`src/bpcs_defs.vh`:
```
`ifndef BPCS_DEFS_VH
`define BPCS_DEFS_VH

// Register byte offsets
`define BPCS_OFS_CMD_STATUS 8'h04
`define BPCS_OFS_REV_CLASS 8'h08
`define BPCS_OFS_EVENTS 8'h40

// Command field positions
`define BPCS_CMD_IO_EN 0
`define BPCS_CMD_MEM_EN 1
`define BPCS_CMD_MASTER_EN 2
`define BPCS_CMD_SPECIAL 3
`define BPCS_CMD_MWI 4
`define BPCS_CMD_PALETTE_EN 5
`define BPCS_CMD_PARITY_RESP 6
`define BPCS_CMD_STEPPING 7
`define BPCS_CMD_SERR_EN 8
`define BPCS_CMD_FAST_B2B_EN 9
`define BPCS_CMD_RW_MASK 16'h0367
`define BPCS_CMD_RESET 16'h0000

// Status field positions in the 32-bit word
`define BPCS_ST_CAP_LIST 20
`define BPCS_ST_66MHZ 21
`define BPCS_ST_FAST_B2B 23
`define BPCS_ST_DATA_PERR 24
`define BPCS_ST_DEVSEL_LO 25
`define BPCS_ST_DEVSEL_HI 26
`define BPCS_ST_SIG_TABORT 27
`define BPCS_ST_RCV_TABORT 28
`define BPCS_ST_RCV_MABORT 29
`define BPCS_ST_SIG_SERR 30
`define BPCS_ST_DET_PERR 31
`define BPCS_DEVSEL_MEDIUM 2'h1

// Identification
`define BPCS_PROG_IF 8'h00
`define BPCS_SUB_CLASS 8'h04
`define BPCS_BASE_CLASS 8'h06

// Palette addresses, low ten bits
`define BPCS_PAL_A 10'h3C6
`define BPCS_PAL_B 10'h3C8
`define BPCS_PAL_C 10'h3C9

`endif

```
`src/bpcs_regs.v`:
```
// Our own choice: the address-and-strobe port.
`timescale 1ns/1ns
`include "bpcs_defs.vh"

module bpcs_regs #(
    parameter [7:0] REVISION = 8'h5A // Arbitrary value
) (
    // Clock, reset, enable
    input wire core_clk,
    input wire arst_n,
    input wire clk_en,
    // Register port
    input wire [7:0] reg_addr,
    input wire [31:0] reg_wdata,
    input wire reg_wr,
    input wire reg_rd,
    output reg [31:0] reg_rdata,
    // Bridge core events, same clock
    input wire ev_target_abort_sent,
    input wire ev_target_abort_rcvd,
    input wire ev_master_abort_rcvd,
    input wire ev_serr_request,
    input wire ev_parity_detected,
    input wire fwd_mwi_active,
    // Primary decode request, same clock
    input wire [15:0] dec_io_addr,
    input wire dec_io_write,
    // Pins
    input wire primary_parity_error_n,
    output reg primary_system_error_n_out,
    output reg primary_system_error_n_oe,
    // Control outputs
    output reg io_response_en,
    output reg mem_response_en,
    output reg master_en,
    output reg parity_action_en,
    output reg fast_b2b_en,
    output reg palette_hit
);

// Command register; read-only positions are masked off on write
reg [15:0] cmd;
// Read path
reg [31:0] next_rdata;
// System-error driver
reg serr_fire;
reg next_serr_out;
reg next_serr_oe;
// Palette snoop
reg pal_addr_match;
reg next_palette_hit;

// Decoded register strobes
wire wr_cs;
wire [15:0] clear_mask;
// Parity pin after the synchroniser
wire perr_sync_n;
wire perr_seen;
wire set_data_perr;
wire set_det_perr;
// Sticky status flags
wire st_data_perr;
wire st_sig_tabort;
wire st_rcv_tabort;
wire st_rcv_mabort;
wire st_sig_serr;
wire st_det_perr;
// Assembled read words, and the low ten bits of the palette decode address
wire [9:0] low_addr;
wire [15:0] cmd_view;
wire [15:0] status_view;
wire [31:0] id_word;

assign wr_cs = reg_wr && (reg_addr == `BPCS_OFS_CMD_STATUS);
// Write-one-to-clear request per status bit; zeros leave a flag alone
assign clear_mask = wr_cs ? reg_wdata[31:16] : 16'h0000;
assign perr_seen = ~perr_sync_n;
// Data parity needs the response enable; detected parity does not
assign set_data_perr = perr_seen && cmd[`BPCS_CMD_PARITY_RESP];
assign set_det_perr = ev_parity_detected || perr_seen;
assign low_addr = dec_io_addr[9:0];

// Read-only command positions are set here, never stored: zeros, and bit 4 from fwd_mwi_active
assign cmd_view = {
    6'h00,
    cmd[`BPCS_CMD_FAST_B2B_EN],
    cmd[`BPCS_CMD_SERR_EN],
    1'b0,
    cmd[`BPCS_CMD_PARITY_RESP],
    cmd[`BPCS_CMD_PALETTE_EN],
    fwd_mwi_active,
    1'b0,
    cmd[`BPCS_CMD_MASTER_EN],
    cmd[`BPCS_CMD_MEM_EN],
    cmd[`BPCS_CMD_IO_EN]
};

// Capability, speed and timing positions are constants
assign status_view = {
    st_det_perr,
    st_sig_serr,
    st_rcv_mabort,
    st_rcv_tabort,
    st_sig_tabort,
    `BPCS_DEVSEL_MEDIUM,
    st_data_perr,
    1'b1,
    1'b0,
    1'b1,
    1'b1,
    4'h0
};
assign id_word = {`BPCS_BASE_CLASS, `BPCS_SUB_CLASS, `BPCS_PROG_IF, REVISION};

// Pin idles high, so the synchroniser resets high to avoid a false report
bpcs_sync2 #(
    .IDLE(1'b1)
) u_perr_sync (
    .core_clk(core_clk),
    .arst_n(arst_n),
    .clk_en(clk_en),
    .async_in(primary_parity_error_n),
    .sync_out(perr_sync_n)
);

// Unmapped offsets read zero so software can probe safely
always @* begin
    next_rdata = 32'h0000_0000;
    case (reg_addr)
        `BPCS_OFS_CMD_STATUS: begin
            next_rdata = {status_view, cmd_view};
        end
        `BPCS_OFS_REV_CLASS: begin
            next_rdata = id_word;
        end
        default: begin
            next_rdata = 32'h0000_0000;
        end
    endcase
end

// Writes to any other offset, the identification word included, are dropped
always @(posedge core_clk or negedge arst_n) begin
    if (!arst_n) begin
        cmd <= `BPCS_CMD_RESET;
    end else if (clk_en) begin
        if (wr_cs) begin
            cmd <= reg_wdata[15:0] & `BPCS_CMD_RW_MASK;
        end
    end
end

// Data stand only in the cycle after the read strobe, zero otherwise
always @(posedge core_clk or negedge arst_n) begin
    if (!arst_n) begin
        reg_rdata <= 32'h0000_0000;
    end else if (clk_en) begin
        if (reg_rd) begin
            reg_rdata <= next_rdata;
        end else begin
            reg_rdata <= 32'h0000_0000;
        end
    end
end

// Each flag: a hardware set wins over a write-one clear in the same cycle
bpcs_flag u_flag_data_perr (
    .core_clk(core_clk),
    .arst_n(arst_n),
    .clk_en(clk_en),
    .set_ev(set_data_perr),
    .clear_req(clear_mask[`BPCS_ST_DATA_PERR - 16]),
    .flag_q(st_data_perr)
);

bpcs_flag u_flag_sig_tabort (
    .core_clk(core_clk),
    .arst_n(arst_n),
    .clk_en(clk_en),
    .set_ev(ev_target_abort_sent),
    .clear_req(clear_mask[`BPCS_ST_SIG_TABORT - 16]),
    .flag_q(st_sig_tabort)
);

bpcs_flag u_flag_rcv_tabort (
    .core_clk(core_clk),
    .arst_n(arst_n),
    .clk_en(clk_en),
    .set_ev(ev_target_abort_rcvd),
    .clear_req(clear_mask[`BPCS_ST_RCV_TABORT - 16]),
    .flag_q(st_rcv_tabort)
);

bpcs_flag u_flag_rcv_mabort (
    .core_clk(core_clk),
    .arst_n(arst_n),
    .clk_en(clk_en),
    .set_ev(ev_master_abort_rcvd),
    .clear_req(clear_mask[`BPCS_ST_RCV_MABORT - 16]),
    .flag_q(st_rcv_mabort)
);

bpcs_flag u_flag_sig_serr (
    .core_clk(core_clk),
    .arst_n(arst_n),
    .clk_en(clk_en),
    .set_ev(serr_fire),
    .clear_req(clear_mask[`BPCS_ST_SIG_SERR - 16]),
    .flag_q(st_sig_serr)
);

bpcs_flag u_flag_det_perr (
    .core_clk(core_clk),
    .arst_n(arst_n),
    .clk_en(clk_en),
    .set_ev(set_det_perr),
    .clear_req(clear_mask[`BPCS_ST_DET_PERR - 16]),
    .flag_q(st_det_perr)
);

// Request only reaches the pin while its driver is enabled
always @* begin
    serr_fire = ev_serr_request && cmd[`BPCS_CMD_SERR_EN];
    next_serr_out = ~serr_fire;
    next_serr_oe = serr_fire;
end

// Bits 15:10 are ISA aliases and deliberately not compared
always @* begin
    pal_addr_match = 1'b0;
    if (low_addr == `BPCS_PAL_A) begin
        pal_addr_match = 1'b1;
    end
    if (low_addr == `BPCS_PAL_B) begin
        pal_addr_match = 1'b1;
    end
    if (low_addr == `BPCS_PAL_C) begin
        pal_addr_match = 1'b1;
    end
    next_palette_hit = dec_io_write && cmd[`BPCS_CMD_PALETTE_EN] && pal_addr_match;
end

// Open-drain pin: drive low only, and only while enabled
always @(posedge core_clk or negedge arst_n) begin
    if (!arst_n) begin
        primary_system_error_n_out <= 1'b1;
        primary_system_error_n_oe <= 1'b0;
    end else if (clk_en) begin
        primary_system_error_n_out <= next_serr_out;
        primary_system_error_n_oe <= next_serr_oe;
    end
end

// Enables lag the command register by one cycle
always @(posedge core_clk or negedge arst_n) begin
    if (!arst_n) begin
        io_response_en <= 1'b0;
    end else if (clk_en) begin
        io_response_en <= cmd[`BPCS_CMD_IO_EN];
    end
end

always @(posedge core_clk or negedge arst_n) begin
    if (!arst_n) begin
        mem_response_en <= 1'b0;
    end else if (clk_en) begin
        mem_response_en <= cmd[`BPCS_CMD_MEM_EN];
    end
end

always @(posedge core_clk or negedge arst_n) begin
    if (!arst_n) begin
        master_en <= 1'b0;
    end else if (clk_en) begin
        master_en <= cmd[`BPCS_CMD_MASTER_EN];
    end
end

always @(posedge core_clk or negedge arst_n) begin
    if (!arst_n) begin
        parity_action_en <= 1'b0;
    end else if (clk_en) begin
        parity_action_en <= cmd[`BPCS_CMD_PARITY_RESP];
    end
end

always @(posedge core_clk or negedge arst_n) begin
    if (!arst_n) begin
        fast_b2b_en <= 1'b0;
    end else if (clk_en) begin
        fast_b2b_en <= cmd[`BPCS_CMD_FAST_B2B_EN];
    end
end

// Registered so the decoder sees a clean, glitch-free claim
always @(posedge core_clk or negedge arst_n) begin
    if (!arst_n) begin
        palette_hit <= 1'b0;
    end else if (clk_en) begin
        palette_hit <= next_palette_hit;
    end
end

endmodule // bpcs_regs

// Two-flop synchroniser; only the second stage may be read
module bpcs_sync2 #(
    parameter [0:0] IDLE = 1'b1
) (
    // Clock, reset, enable
    input wire core_clk,
    input wire arst_n,
    input wire clk_en,
    // Pin side
    input wire async_in,
    // Synchronised level
    output reg sync_out
);

reg meta;

always @(posedge core_clk or negedge arst_n) begin
    if (!arst_n) begin
        meta <= IDLE;
        sync_out <= IDLE;
    end else if (clk_en) begin
        meta <= async_in;
        sync_out <= meta;
    end
end

endmodule // bpcs_sync2

// Sticky event flag with write-one clear; a set in the clear cycle wins
module bpcs_flag (
    // Clock, reset, enable
    input wire core_clk,
    input wire arst_n,
    input wire clk_en,
    // Set and clear
    input wire set_ev,
    input wire clear_req,
    // Flag
    output reg flag_q
);

always @(posedge core_clk or negedge arst_n) begin
    if (!arst_n) begin
        flag_q <= 1'b0;
    end else if (clk_en) begin
        if (set_ev) begin
            flag_q <= 1'b1;
        end else if (clear_req) begin
            flag_q <= 1'b0;
        end
    end
end

endmodule // bpcs_flag

```
`config.mk`:
```
export PLATFORM = sky130hd
export DESIGN_NAME = bpcs_regs
export DESIGN_NICKNAME = d
export VERILOG_FILES = /design/src/bpcs_regs.v
export VERILOG_INCLUDE_DIRS = /design/src
export SDC_FILE = /design/constraint.sdc
export NUM_CORES = 1
export LEC_CHECK = 0
export ABC_AREA = 1
export BUFFER_PORTS_ARGS = -buffer_cell sky130_fd_sc_hd__buf_2
export CAP_MARGIN = 20
export CORE_MARGIN = 3
export CORE_UTILIZATION = 47
export CTS_CLUSTER_DIAMETER = 100
export DETAILED_ROUTE_END_ITERATION = 6
export PLACE_DENSITY = 0.93
export SLEW_MARGIN = 25
export SYNTH_ARGS = -nofsm -noshare
export SYNTH_HDL_FRONTEND = slang
export SYNTH_HIERARCHICAL = 1
export SYNTH_SLANG_ARGS = --single-unit
```
`constraint.sdc`:
```
create_clock -name core_clk -period 1.35 [get_ports core_clk]
set_input_delay 0.27 -clock core_clk [delete_from_list [all_inputs] [get_ports core_clk]]
set_output_delay 0.27 -clock core_clk [all_outputs]
set_load 0.05 [all_outputs]
```
==> flow_metrics.env, run 1 <==
export IMPL_critical_path_top_delay_family="flip-flops"
export IMPL_core_area_um2=3830
export IMPL_gr_usage_all_layers=0.172
export IMPL_routedWlPerCell_um=11.6
export IMPL_p_leak_nw=1.48
export IMPL_placed_area_um2=2310
export IMPL_grt_pass1_vias=1594
export IMPL_final_setup_tns_ps=0
export IMPL_grt_pass1_wl_mm=6.87
export IMPL_die_h_um=70.6
export IMPL_min_delay_start="primary_parity_error_n"
export IMPL_place_detailed_hpwl_mm=3.29
export IMPL_largest_register="reg_rdata"
export IMPL_hold_slack_ps=172
export IMPL_maxCapViolCount=0
export IMPL_rows=22
export IMPL_place_gp_congestion=0.766
export IMPL_fmax_ghz=0.766
export IMPL_syn_area_um2=1960
export IMPL_path_cells="clkbuf_4"
export IMPL_path_clk_slew_ps=70
export IMPL_slew_violations=0
export IMPL_h_tree_depth=2
export IMPL_synth_cell_types=22
export IMPL_nFillCells=341
export IMPL_clkSinkCount=40
export IMPL_finClkSkew_ps=5.22
export IMPL_finalNonFillerCells=364
export IMPL_hold_viol=0
export IMPL_cts_buffer_depth=2
export IMPL_syn_inst=239
export IMPL_slowest_delay_ps=530
export IMPL_io_pins=109
export IMPL_ctsRootBufferMaster="clkbuf_8"
export IMPL_largest_reg_flops=17
export IMPL_viasPerCell=4.70
export IMPL_dr_total_vias=1710
export IMPL_worstSetupPathType="reg -> out"
export IMPL_path_buf_inv=1
export IMPL_postSynthAreaPerCell_um2=8.20
export IMPL_drc=0
export IMPL_slowest_stage="dfstp_2"
export IMPL_power_density_nw_per_um2=1060
export IMPL_regToRegStartpoint="u_perr_sync/sync_out$_DFFE_PN1P_"
export IMPL_port_buffers=72
export IMPL_finalPower_mw=2.60
export IMPL_grt_overflow_total=0
export IMPL_drive_gt1_frac=0.339
export IMPL_drtIter0Drc=82
export IMPL_endpoint_kind="output pin"
export IMPL_outcome="completed"
export IMPL_synth_warnings=6
export IMPL_rsz0062_at_grt="false"
export IMPL_fp_dieArea_um2=4980
export IMPL_reg_top3="reg_rdata: 17 flops, cmd: 7 flops"
export IMPL_area_delta_synth_final_pct=25.0
export IMPL_fin_crit_ps=1300
export IMPL_cts_buffers=5
export IMPL_postRouteWirelength_mm=4.23
export IMPL_setup_viol=0
export IMPL_antenna_found_initial=0
export IMPL_num_antenna_cells=0
export IMPL_worstHoldPathType="in -> reg"
export IMPL_start_util=0.512
export IMPL_cts_tree="yes"
export IMPL_die_w_um=70.6
export IMPL_fin_area_um2=2450
export IMPL_placed_cells=355
export IMPL_synth_seq_cells=40
export IMPL_worstPathMaxFanout=2
export IMPL_clk_latency_ps=280
export IMPL_grt_max_degree=19
export IMPL_crit_start="primary_system_error_n_out$_DFFE_PN1P_"
export IMPL_cp_start_kind="flop"
export IMPL_first_pass_iters=4
export IMPL_arrival_ps=1030
export IMPL_critical_path_required_ps=1080
export IMPL_ant_nets=0
export IMPL_final_nets=384
export IMPL_vdd_drop_max_mv=0.648
export IMPL_seq_area_frac_synth=0.513
export IMPL_fin_crit_sh=0.967
## per-layer routing
metal  GRT usage  routed length [µm]  share of wire  up-vias
li1            -                   -              -      865
met2       0.300                2210           0.52       57
met4      0.0752                  72          0.017        0
met5           0                   0              0        -
met3      0.0327                 269          0.064        7
met1       0.208                1670           0.40      781
## synth_stat cells
cell | instances | area, µm²
nand4_1 | 7 | 43.8
dfstp_2 | 3 | 78.8
inv_2 | 1 | 3.75
o21ai_0 | 6 | 30.0
nor2_2 | 8 | 50.1
clkbuf_1 | 2 | 7.51
nor2_1 | 6 | 22.5
buf_8 | 1 | 15.0
a21oi_1 | 1 | 5.00
nand3_2 | 2 | 20.0
inv_1 | 20 | 75.1
buf_2 | 2 | 10.0
nand3_1 | 20 | 100
nand2_8 | 1 | 20.0
nand2_1 | 99 | 372
nor2_4 | 2 | 22.5
buf_6 | 2 | 22.5
o21ai_1 | 1 | 5.00
buf_4 | 16 | 120
dfrtp_1 | 37 | 926
conb_1 | 1 | 3.75
nand2_2 | 1 | 6.26
## stage by stage
stage,util,setup WS [ps]
6_report,0.640,45.2
5_1_grt,0.640,27.1
4_1_cts,0.639,4.45
3_5_place_dp,0.604,53.3
3_3_place_gp,0.604,79.7
2_1_floorplan,-,158
## power breakdown
group	internal (mW)	switching, mW
combinational	0.0925	0.219
clock	0.652	0.387
sequential	1.24	0.0176
total	1.98	0.624
## layout make-up
cell class | count | area (µm²) | share of cell area
tap | 48 | 60.1 | 0.0245
clock inverter | 1 | 30.0 | 0.0123
multi-input combinational | 165 | 738 | 0.301
timing repair buffer | 82 | 440 | 0.180
clock buffer | 7 | 96.3 | 0.0393
sequential | 40 | 1000 | 0.410
inverter | 21 | 78.8 | 0.0322
## logic make-up after synthesis
family	synth area share
simple gates	0.335
flops	0.513
buf+inv	0.130
compound gates	0.0204
other cells	0.00191
## worst paths after layout
path | endpoint | slack, ps | cells after the start
min in group asynchronous | reg_rdata[9]$_DFFE_PN0P_ | 440 | 2
setup / recovery | primary_system_error_n_out | 50 | 1
setup reg to reg | u_flag_data_perr/flag_q$_DFFE_PN0P_ | 550 | 3
hold reg to reg | u_perr_sync/sync_out$_DFFE_PN1P_ | 460 | 2
max in group asynchronous | u_flag_rcv_mabort/flag_q$_DFFE_PN0P_ | 360 | 3
hold / removal | u_perr_sync/meta$_DFFE_PN1P_ | 170 | 3
## placed cells by master, fill, tap and decap left out, drive strengths merged, types with 3 or more instances in the layout
cell    Yosys  routed
nand2     101     101
buf        21      80
dfrtp      37      37
nand3      22      22
inv        21      21
nor2       16      16
conb        1      11
clkbuf      2       8
nand4       7       7
o21ai       7       7
dfstp       3       3
## what timing repair did
item | CTS | global route
gates resized for setup | 0 | 1
buffers inserted | 0 | 0
hold endpoints to repair | 15 | 0
endpoints found under the setup margin | 0 | 1
hold buffers | 1 | 0
Note: power is estimated with default switching activity, not from simulation.
==> run 2: changes to the inputs <==
--- a/config.mk
+++ b/config.mk
@@ -6,11 +6,10 @@
 export SDC_FILE = /design/constraint.sdc
 export NUM_CORES = 1
 export LEC_CHECK = 0
-export ABC_AREA = 1
 export BUFFER_PORTS_ARGS = -buffer_cell sky130_fd_sc_hd__buf_2
 export CAP_MARGIN = 20
 export CORE_MARGIN = 3
-export CORE_UTILIZATION = 47
+export CORE_UTILIZATION = 46
 export CTS_CLUSTER_DIAMETER = 100
 export DETAILED_ROUTE_END_ITERATION = 6
 export PLACE_DENSITY = 0.93
==> flow_metrics.env, run 2 <==
export IMPL_final_cell_mix="71 x buf_2, 37 x dfrtp_1, 19 x nand2_1"
export IMPL_postRouteWirelength_mm=3.79
export IMPL_cts_tree="yes"
export IMPL_nFillCells=303
export IMPL_routedWlPerCell_um=13.4
export IMPL_synthXorXnorAreaFrac=0
export IMPL_fmax_ghz=0.780
export IMPL_hold_end="u_flag_sig_tabort/flag_q$_DFFE_PN0P_"
export IMPL_port_buffers=72
export IMPL_syn_inst=157
export IMPL_worstSetupPathType="reg -> out"
export IMPL_synth_warnings=6
export IMPL_synth_most_common_cell="dfrtp_1"
export IMPL_synth_top_family_by_area="simple AND/OR/NAND/NOR gates"
export IMPL_synthMuxAreaShare=0.0669
export IMPL_ctsRootBufferMaster="clkbuf_8"
export IMPL_arrival_ps=1010
export IMPL_viasPerCell=4.90
export IMPL_synthAdderAreaFrac=0
export IMPL_rows=22
export IMPL_io_pins=109
export IMPL_ys_top_cells_by_area="dfrtp_1 50%, mux2_2 6.7%, buf_4 6.1%"
export IMPL_fin_ws_ps=68.3
export IMPL_outcome="completed"
export IMPL_place_gp_congestion=0.647
export IMPL_area_delta_synth_final_pct=30.2
export IMPL_grt_pass1_wl_mm=6.38
export IMPL_worstPathMaxFanout=2
export IMPL_gr_usage_all_layers=0.166
export IMPL_post_synth_top_area_cell="dfrtp_1"
export IMPL_final_util=0.639
export IMPL_final_nets=303
export IMPL_h_tree_depth=2
export IMPL_seq_area_frac_synth=0.543
export IMPL_syn_area_um2=1850
export IMPL_core_area_um2=3770
export IMPL_synth_common_cells="37 x dfrtp_1, 19 x nand2_1, 15 x buf_4"
export IMPL_r2r_end="reg_rdata[6]$_DFFE_PN0P_"
export IMPL_ant_nets=0
export IMPL_slowest_stage="dfstp_2"
export IMPL_cts_buffers=5
export IMPL_placed_area_um2=2240
export IMPL_slew_violations=0
export IMPL_synth_seq_cells=40
export IMPL_regToRegStartpoint="cmd[6]$_DFFE_PN0P_"
export IMPL_die_w_um=69.4
export IMPL_synth_cell_types=28
export IMPL_yosysTopAreaCellShare=0.500
export IMPL_critical_path_top_delay_family="flip-flops"
export IMPL_place_detailed_hpwl_mm=2.80
export IMPL_fin_crit_ps=1280
export IMPL_path_cells="buf_4"
export IMPL_reg_top3="reg_rdata: 17 flops, cmd: 7 flops"
export IMPL_endpoint_kind="output pin"
export IMPL_rsz0062_at_grt="false"
export IMPL_first_pass_iters=4
export IMPL_fin_crit_sh=0.949
export IMPL_dr_wl_met2_mm=1.90
export IMPL_postSynthAreaPerCell_um2=11.8
export IMPL_largest_register="reg_rdata"
export IMPL_path_buf_inv=1
export IMPL_finClkSkew_ps=2.94
export IMPL_cts_buffer_depth=2
export IMPL_drc=0
export IMPL_path_clk_slew_ps=80
export IMPL_dr_total_vias=1388
export IMPL_die_h_um=69.4
export IMPL_dp_slack_ps=-188
export IMPL_reg2reg_depth=2
export IMPL_worstHoldPathType="in -> reg"
export IMPL_critical_path_required_ps=1080
export IMPL_antenna_found_initial=0
export IMPL_p_leak_nw=1.28
export IMPL_vdd_drop_max_mv=0.562
export IMPL_async_reset_ff_frac=1.00
export IMPL_hold_viol=0
export IMPL_clk_latency_ps=290
export IMPL_top_layer="met4"
export IMPL_grt_overflow_total=0
export IMPL_setup_viol=0
export IMPL_fp_dieArea_um2=4820
export IMPL_num_antenna_cells=0
export IMPL_layout_commonest_cell="buf_2"
export IMPL_cp_start_kind="flop"
export IMPL_synth_edf_count=0
export IMPL_clkSinkCount=40
export IMPL_min_path_cells=2
export IMPL_drive_gt1_frac=0.468
export IMPL_grt_pass1_vias=1381
export IMPL_start_util=0.491
export IMPL_drtIter0Drc=96
export IMPL_drt_met1_wl_mm=1.62
export IMPL_synth_simple_area_share=0.158
export IMPL_fin_area_um2=2410
export IMPL_slowest_delay_ps=530
export IMPL_power_density_nw_per_um2=1200
export IMPL_route_met3_wl_um=217
export IMPL_synth_compound_area_frac=0.145
export IMPL_min_delay_start="ev_target_abort_sent"
export IMPL_maxCapViolCount=0
export IMPL_grt_max_degree=41
export IMPL_ys_flop_type="dfrtp_1"
export IMPL_reg2reg_slack_ps=420
export IMPL_largest_reg_flops=17
run 2: cell types whose count changed after synthesis, moves of 4 or more:
cell       change
a22o_1         +7
a31o_2         +4
and2_1         +7
inv_1         -14
mux2_2        +11
nand2_1       -80
nand3_1       -19
nand4_1        -7
nor2_1         -5
nor2_2         -8
nor2b_1        +7
o2bb2ai_1     +11
run 2: logic make-up after synthesis:
logic type	Yosys count
mux	11
flops	40
simple gates	45
other cells	1
buf+inv	26
compound gates	34
run 2: how the worst max path moves through the flow:
stage                                                       from                             endpoint  slack (ps)  depth (start not counted)
after global placement                               reg_addr[7]   u_flag_sig_serr/flag_q$_DFFE_PN0P_        -170                          6
after floorplan                                      reg_addr[1]  u_flag_data_perr/flag_q$_DFFE_PN0P_          30                          5
final                     primary_system_error_n_out$_DFFE_PN1P_           primary_system_error_n_out          70                          1
after CTS                 primary_system_error_n_out$_DFFE_PN1P_           primary_system_error_n_out          50                          1
after detailed placement                             reg_addr[7]   u_flag_sig_serr/flag_q$_DFFE_PN0P_        -190                          6
after global routing      primary_system_error_n_out$_DFFE_PN1P_           primary_system_error_n_out          40                          1
run 2: cell type report:
class | count | area, µm² | share of cell area
clock inverter | 3 | 90.1 | 0.0374
multi-input combinational | 101 | 726 | 0.301
timing repair buffer | 80 | 438 | 0.182
sequential | 40 | 1000 | 0.417
inverter | 6 | 22.5 | 0.00935
tap | 48 | 60.1 | 0.0249
clock buffer | 5 | 68.8 | 0.0286
run 2: repair_timing:
item / 4_1_cts / 5_1_grt
setup buffers: 0 / 0
setup endpoints to repair: 1 / 0
resized for setup: 1 / 0
hold buffers: 1 / 0
hold endpoints to repair: 37 / 0
run 2: worst reg2reg max path: cells and delay by family (launching register included):
family | cells | cell delay [ps]
compound gates | 2 | 400
flops | 1 | 420
run 2: layer usage:
layer / GRT usage / vias up
li1: - / 677
met1: 0.210 / 654
met2: 0.276 / 52
met3: 0.0362 / 5
met4: 0.0651 / 0
met5: 0 / -
run 2: power breakdown:
| group | internal (mW) | switching [mW] | total, mW |
|---|---|---|---|
| registers | 1.23 | 0.0190 | 1.25 |
| logic | 0.105 | 0.191 | 0.296 |
| clock network | 0.925 | 0.424 | 1.35 |
| total | 2.26 | 0.634 | 2.90 |
run 2: stage by stage:
stage               setup TNS, ps  power [mW]  hold slack (ps)  cells
floorplan                       0        1.46            -25.6    167
global placement            -1940        1.56              252    274
detailed placement          -2470        1.57              256    274
CTS                             0        2.93              187    283
global route                    0        3.00              191    283
finish                          0        2.90              198    283
==> run 3: changes to the inputs <==
--- a/config.mk
+++ b/config.mk
@@ -13,6 +13,7 @@
 export CTS_CLUSTER_DIAMETER = 100
 export DETAILED_ROUTE_END_ITERATION = 6
 export PLACE_DENSITY = 0.93
+export RECOVER_POWER = 50
 export SLEW_MARGIN = 25
 export SYNTH_ARGS = -nofsm -noshare
 export SYNTH_HDL_FRONTEND = slang
==> flow_metrics.env, run 3 (same netlist as run 2, synthesis figures left out) <==
export IMPL_outcome="completed"
export IMPL_ctsRootBufferMaster="clkbuf_8"
export IMPL_grt_pass1_wl_mm=6.38
export IMPL_rows=22
export IMPL_hold_slack_ps=195
export IMPL_slowest_delay_ps=530
export IMPL_path_buf_inv=1
export IMPL_cts_buffers=5
export IMPL_die_w_um=69.4
export IMPL_core_area_um2=3770
export IMPL_final_cell_mix="71 x buf_2, 37 x dfrtp_1, 19 x nand2_1"
export IMPL_h_tree_depth=2
export IMPL_fmax_ghz=0.780
export IMPL_setup_viol=0
export IMPL_endpoint_kind="output pin"
export IMPL_path_clk_slew_ps=80
export IMPL_dr_total_vias=1386
export IMPL_cts_buffer_depth=2
export IMPL_fin_crit_sh=0.950
export IMPL_start_util=0.491
export IMPL_place_detailed_hpwl_mm=2.80
export IMPL_layout_commonest_cell="buf_2"
export IMPL_finClkSkew_ps=3.98
export IMPL_drtIter0Drc=76
export IMPL_drc=0
export IMPL_antenna_found_initial=0
export IMPL_final_setup_tns_ps=0
export IMPL_maxCapViolCount=0
export IMPL_power_density_nw_per_um2=1210
export IMPL_fin_crit_ps=1280
export IMPL_ant_nets=0
export IMPL_arrival_ps=1010
export IMPL_largest_register="reg_rdata"
export IMPL_clk_latency_ps=290
export IMPL_area_delta_synth_final_pct=29.2
export IMPL_relSlewSlack=0.648
export IMPL_slowest_stage="dfstp_2"
export IMPL_cts_tree="yes"
export IMPL_pwr_share_comb=0.100
export IMPL_grt_pass1_vias=1381
export IMPL_worstHoldPathType="in -> reg"
export IMPL_clkPwrFrac=0.467
export IMPL_drive_gt1_frac=0.460
export IMPL_p_leak_nw=1.27
export IMPL_placed_cells=274
export IMPL_final_nets=303
export IMPL_hold_viol=0
export IMPL_worstPathMaxFanout=2
export IMPL_p_sw_uw=637
export IMPL_finalNonFillerCells=283
export IMPL_port_buffers=72
export IMPL_postRouteWirelength_mm=3.81
export IMPL_grt_overflow_total=0
export IMPL_cp_start_kind="flop"
export IMPL_swShare=0.220
export IMPL_clkSinkCount=40
export IMPL_worst_slew_pin_slew_ps=528
export IMPL_first_pass_iters=4
export IMPL_worstSetupPathType="reg -> out"
export IMPL_path_cells="buf_4"
export IMPL_vdd_drop_max_mv=0.562
export IMPL_slew_violations=0
export IMPL_num_antenna_cells=0
export IMPL_seq_power_share=0.433
export IMPL_intPower_mw=2.26
export IMPL_routedWlPerCell_um=13.4
export IMPL_fp_dieArea_um2=4820
export IMPL_viasPerCell=4.90
export IMPL_gr_usage_all_layers=0.166
export IMPL_io_pins=109
export IMPL_critical_path_top_delay_family="flip-flops"
export IMPL_largest_reg_flops=17
export IMPL_die_h_um=69.4
export IMPL_grt_max_degree=41
export IMPL_critical_path_required_ps=1080
export IMPL_place_gp_congestion=0.647
export IMPL_final_util=0.634
export IMPL_rsz0062_at_grt="false"
export IMPL_reg_top3="reg_rdata: 17 flops, cmd: 7 flops"
-- run 3: cell count changes in the layout (fill, tap and decap cells not counted) --
cell,before,now
clkbuf_1,0,1
dfstp_1,0,1
clkbuf_2,0,1
dfstp_2,3,2
buf_12,1,0
clkbuf_4,0,1
buf_4,7,5
-- run 3: power by group through the flow --
stage | Clock [mW] | Sequential [mW] | Combinational (mW)
after global placement | 0 | 1.27 | 0.290
after floorplan | 0 | 1.29 | 0.167
after global routing | 1.42 | 1.25 | 0.315
final | 1.35 | 1.25 | 0.289
after detailed placement | 0 | 1.28 | 0.297
after CTS | 1.37 | 1.25 | 0.300
-- run 3: area by class of cell --
class | instances | area (µm²)
clock buffers | 5 | 68.8
repair buffers | 80 | 419
clock inverters | 3 | 90.1
multi-input cells | 101 | 726
fillers | 306 | 1380
well taps | 48 | 60.1
inverters | 6 | 22.5
flip-flops and latches | 40 | 1000
-- run 3: timing repair --
item | in CTS | in global routing
gates resized for setup | 1 | 0
endpoints found under the setup margin | 1 | 0
endpoints found under the hold margin | 37 | 0
buffers inserted | 0 | 0
hold buffers | 1 | 0
-- run 3: through the flow --
stage	setup WS, ps	instance area [µm²]	power [mW]
global route	34.2	2390	2.99
floorplan	33.5	1890	1.46
global placement	-169	2240	1.56
detailed placement	-188	2240	1.57
finish	67.7	2390	2.89
CTS	52.7	2410	2.93
-- run 3: metal layers --
metal	part of all wire	global-route usage	vias to the layer above
met2	0.51	0.276	52
met1	0.42	0.210	651
met5	0	0	-
met3	0.060	0.0362	5
li1	-	-	678
met4	0.013	0.0651	0
-- run 3: path summary, 6_finish.rpt --
check                                                             from                                   end  slack (ps)  depth (start not counted)
max in group asynchronous                                       arst_n          u_perr_sync/meta$_DFFE_PN1P_         360                          3
min in group asynchronous                                       arst_n              reg_rdata[2]$_DFFE_PN0P_         610                          3
worst min-delay path                              ev_master_abort_rcvd  u_flag_rcv_mabort/flag_q$_DFFE_PN0P_         190                          2
worst max-delay path            primary_system_error_n_out$_DFFE_PN1P_            primary_system_error_n_out          70                          1
worst min register to register                reg_rdata[0]$_DFFE_PN0P_              reg_rdata[0]$_DFFE_PN0P_         490                          1
worst max register to register        u_perr_sync/sync_out$_DFFE_PN1P_    u_flag_det_perr/flag_q$_DFFE_PN0P_         420                          2
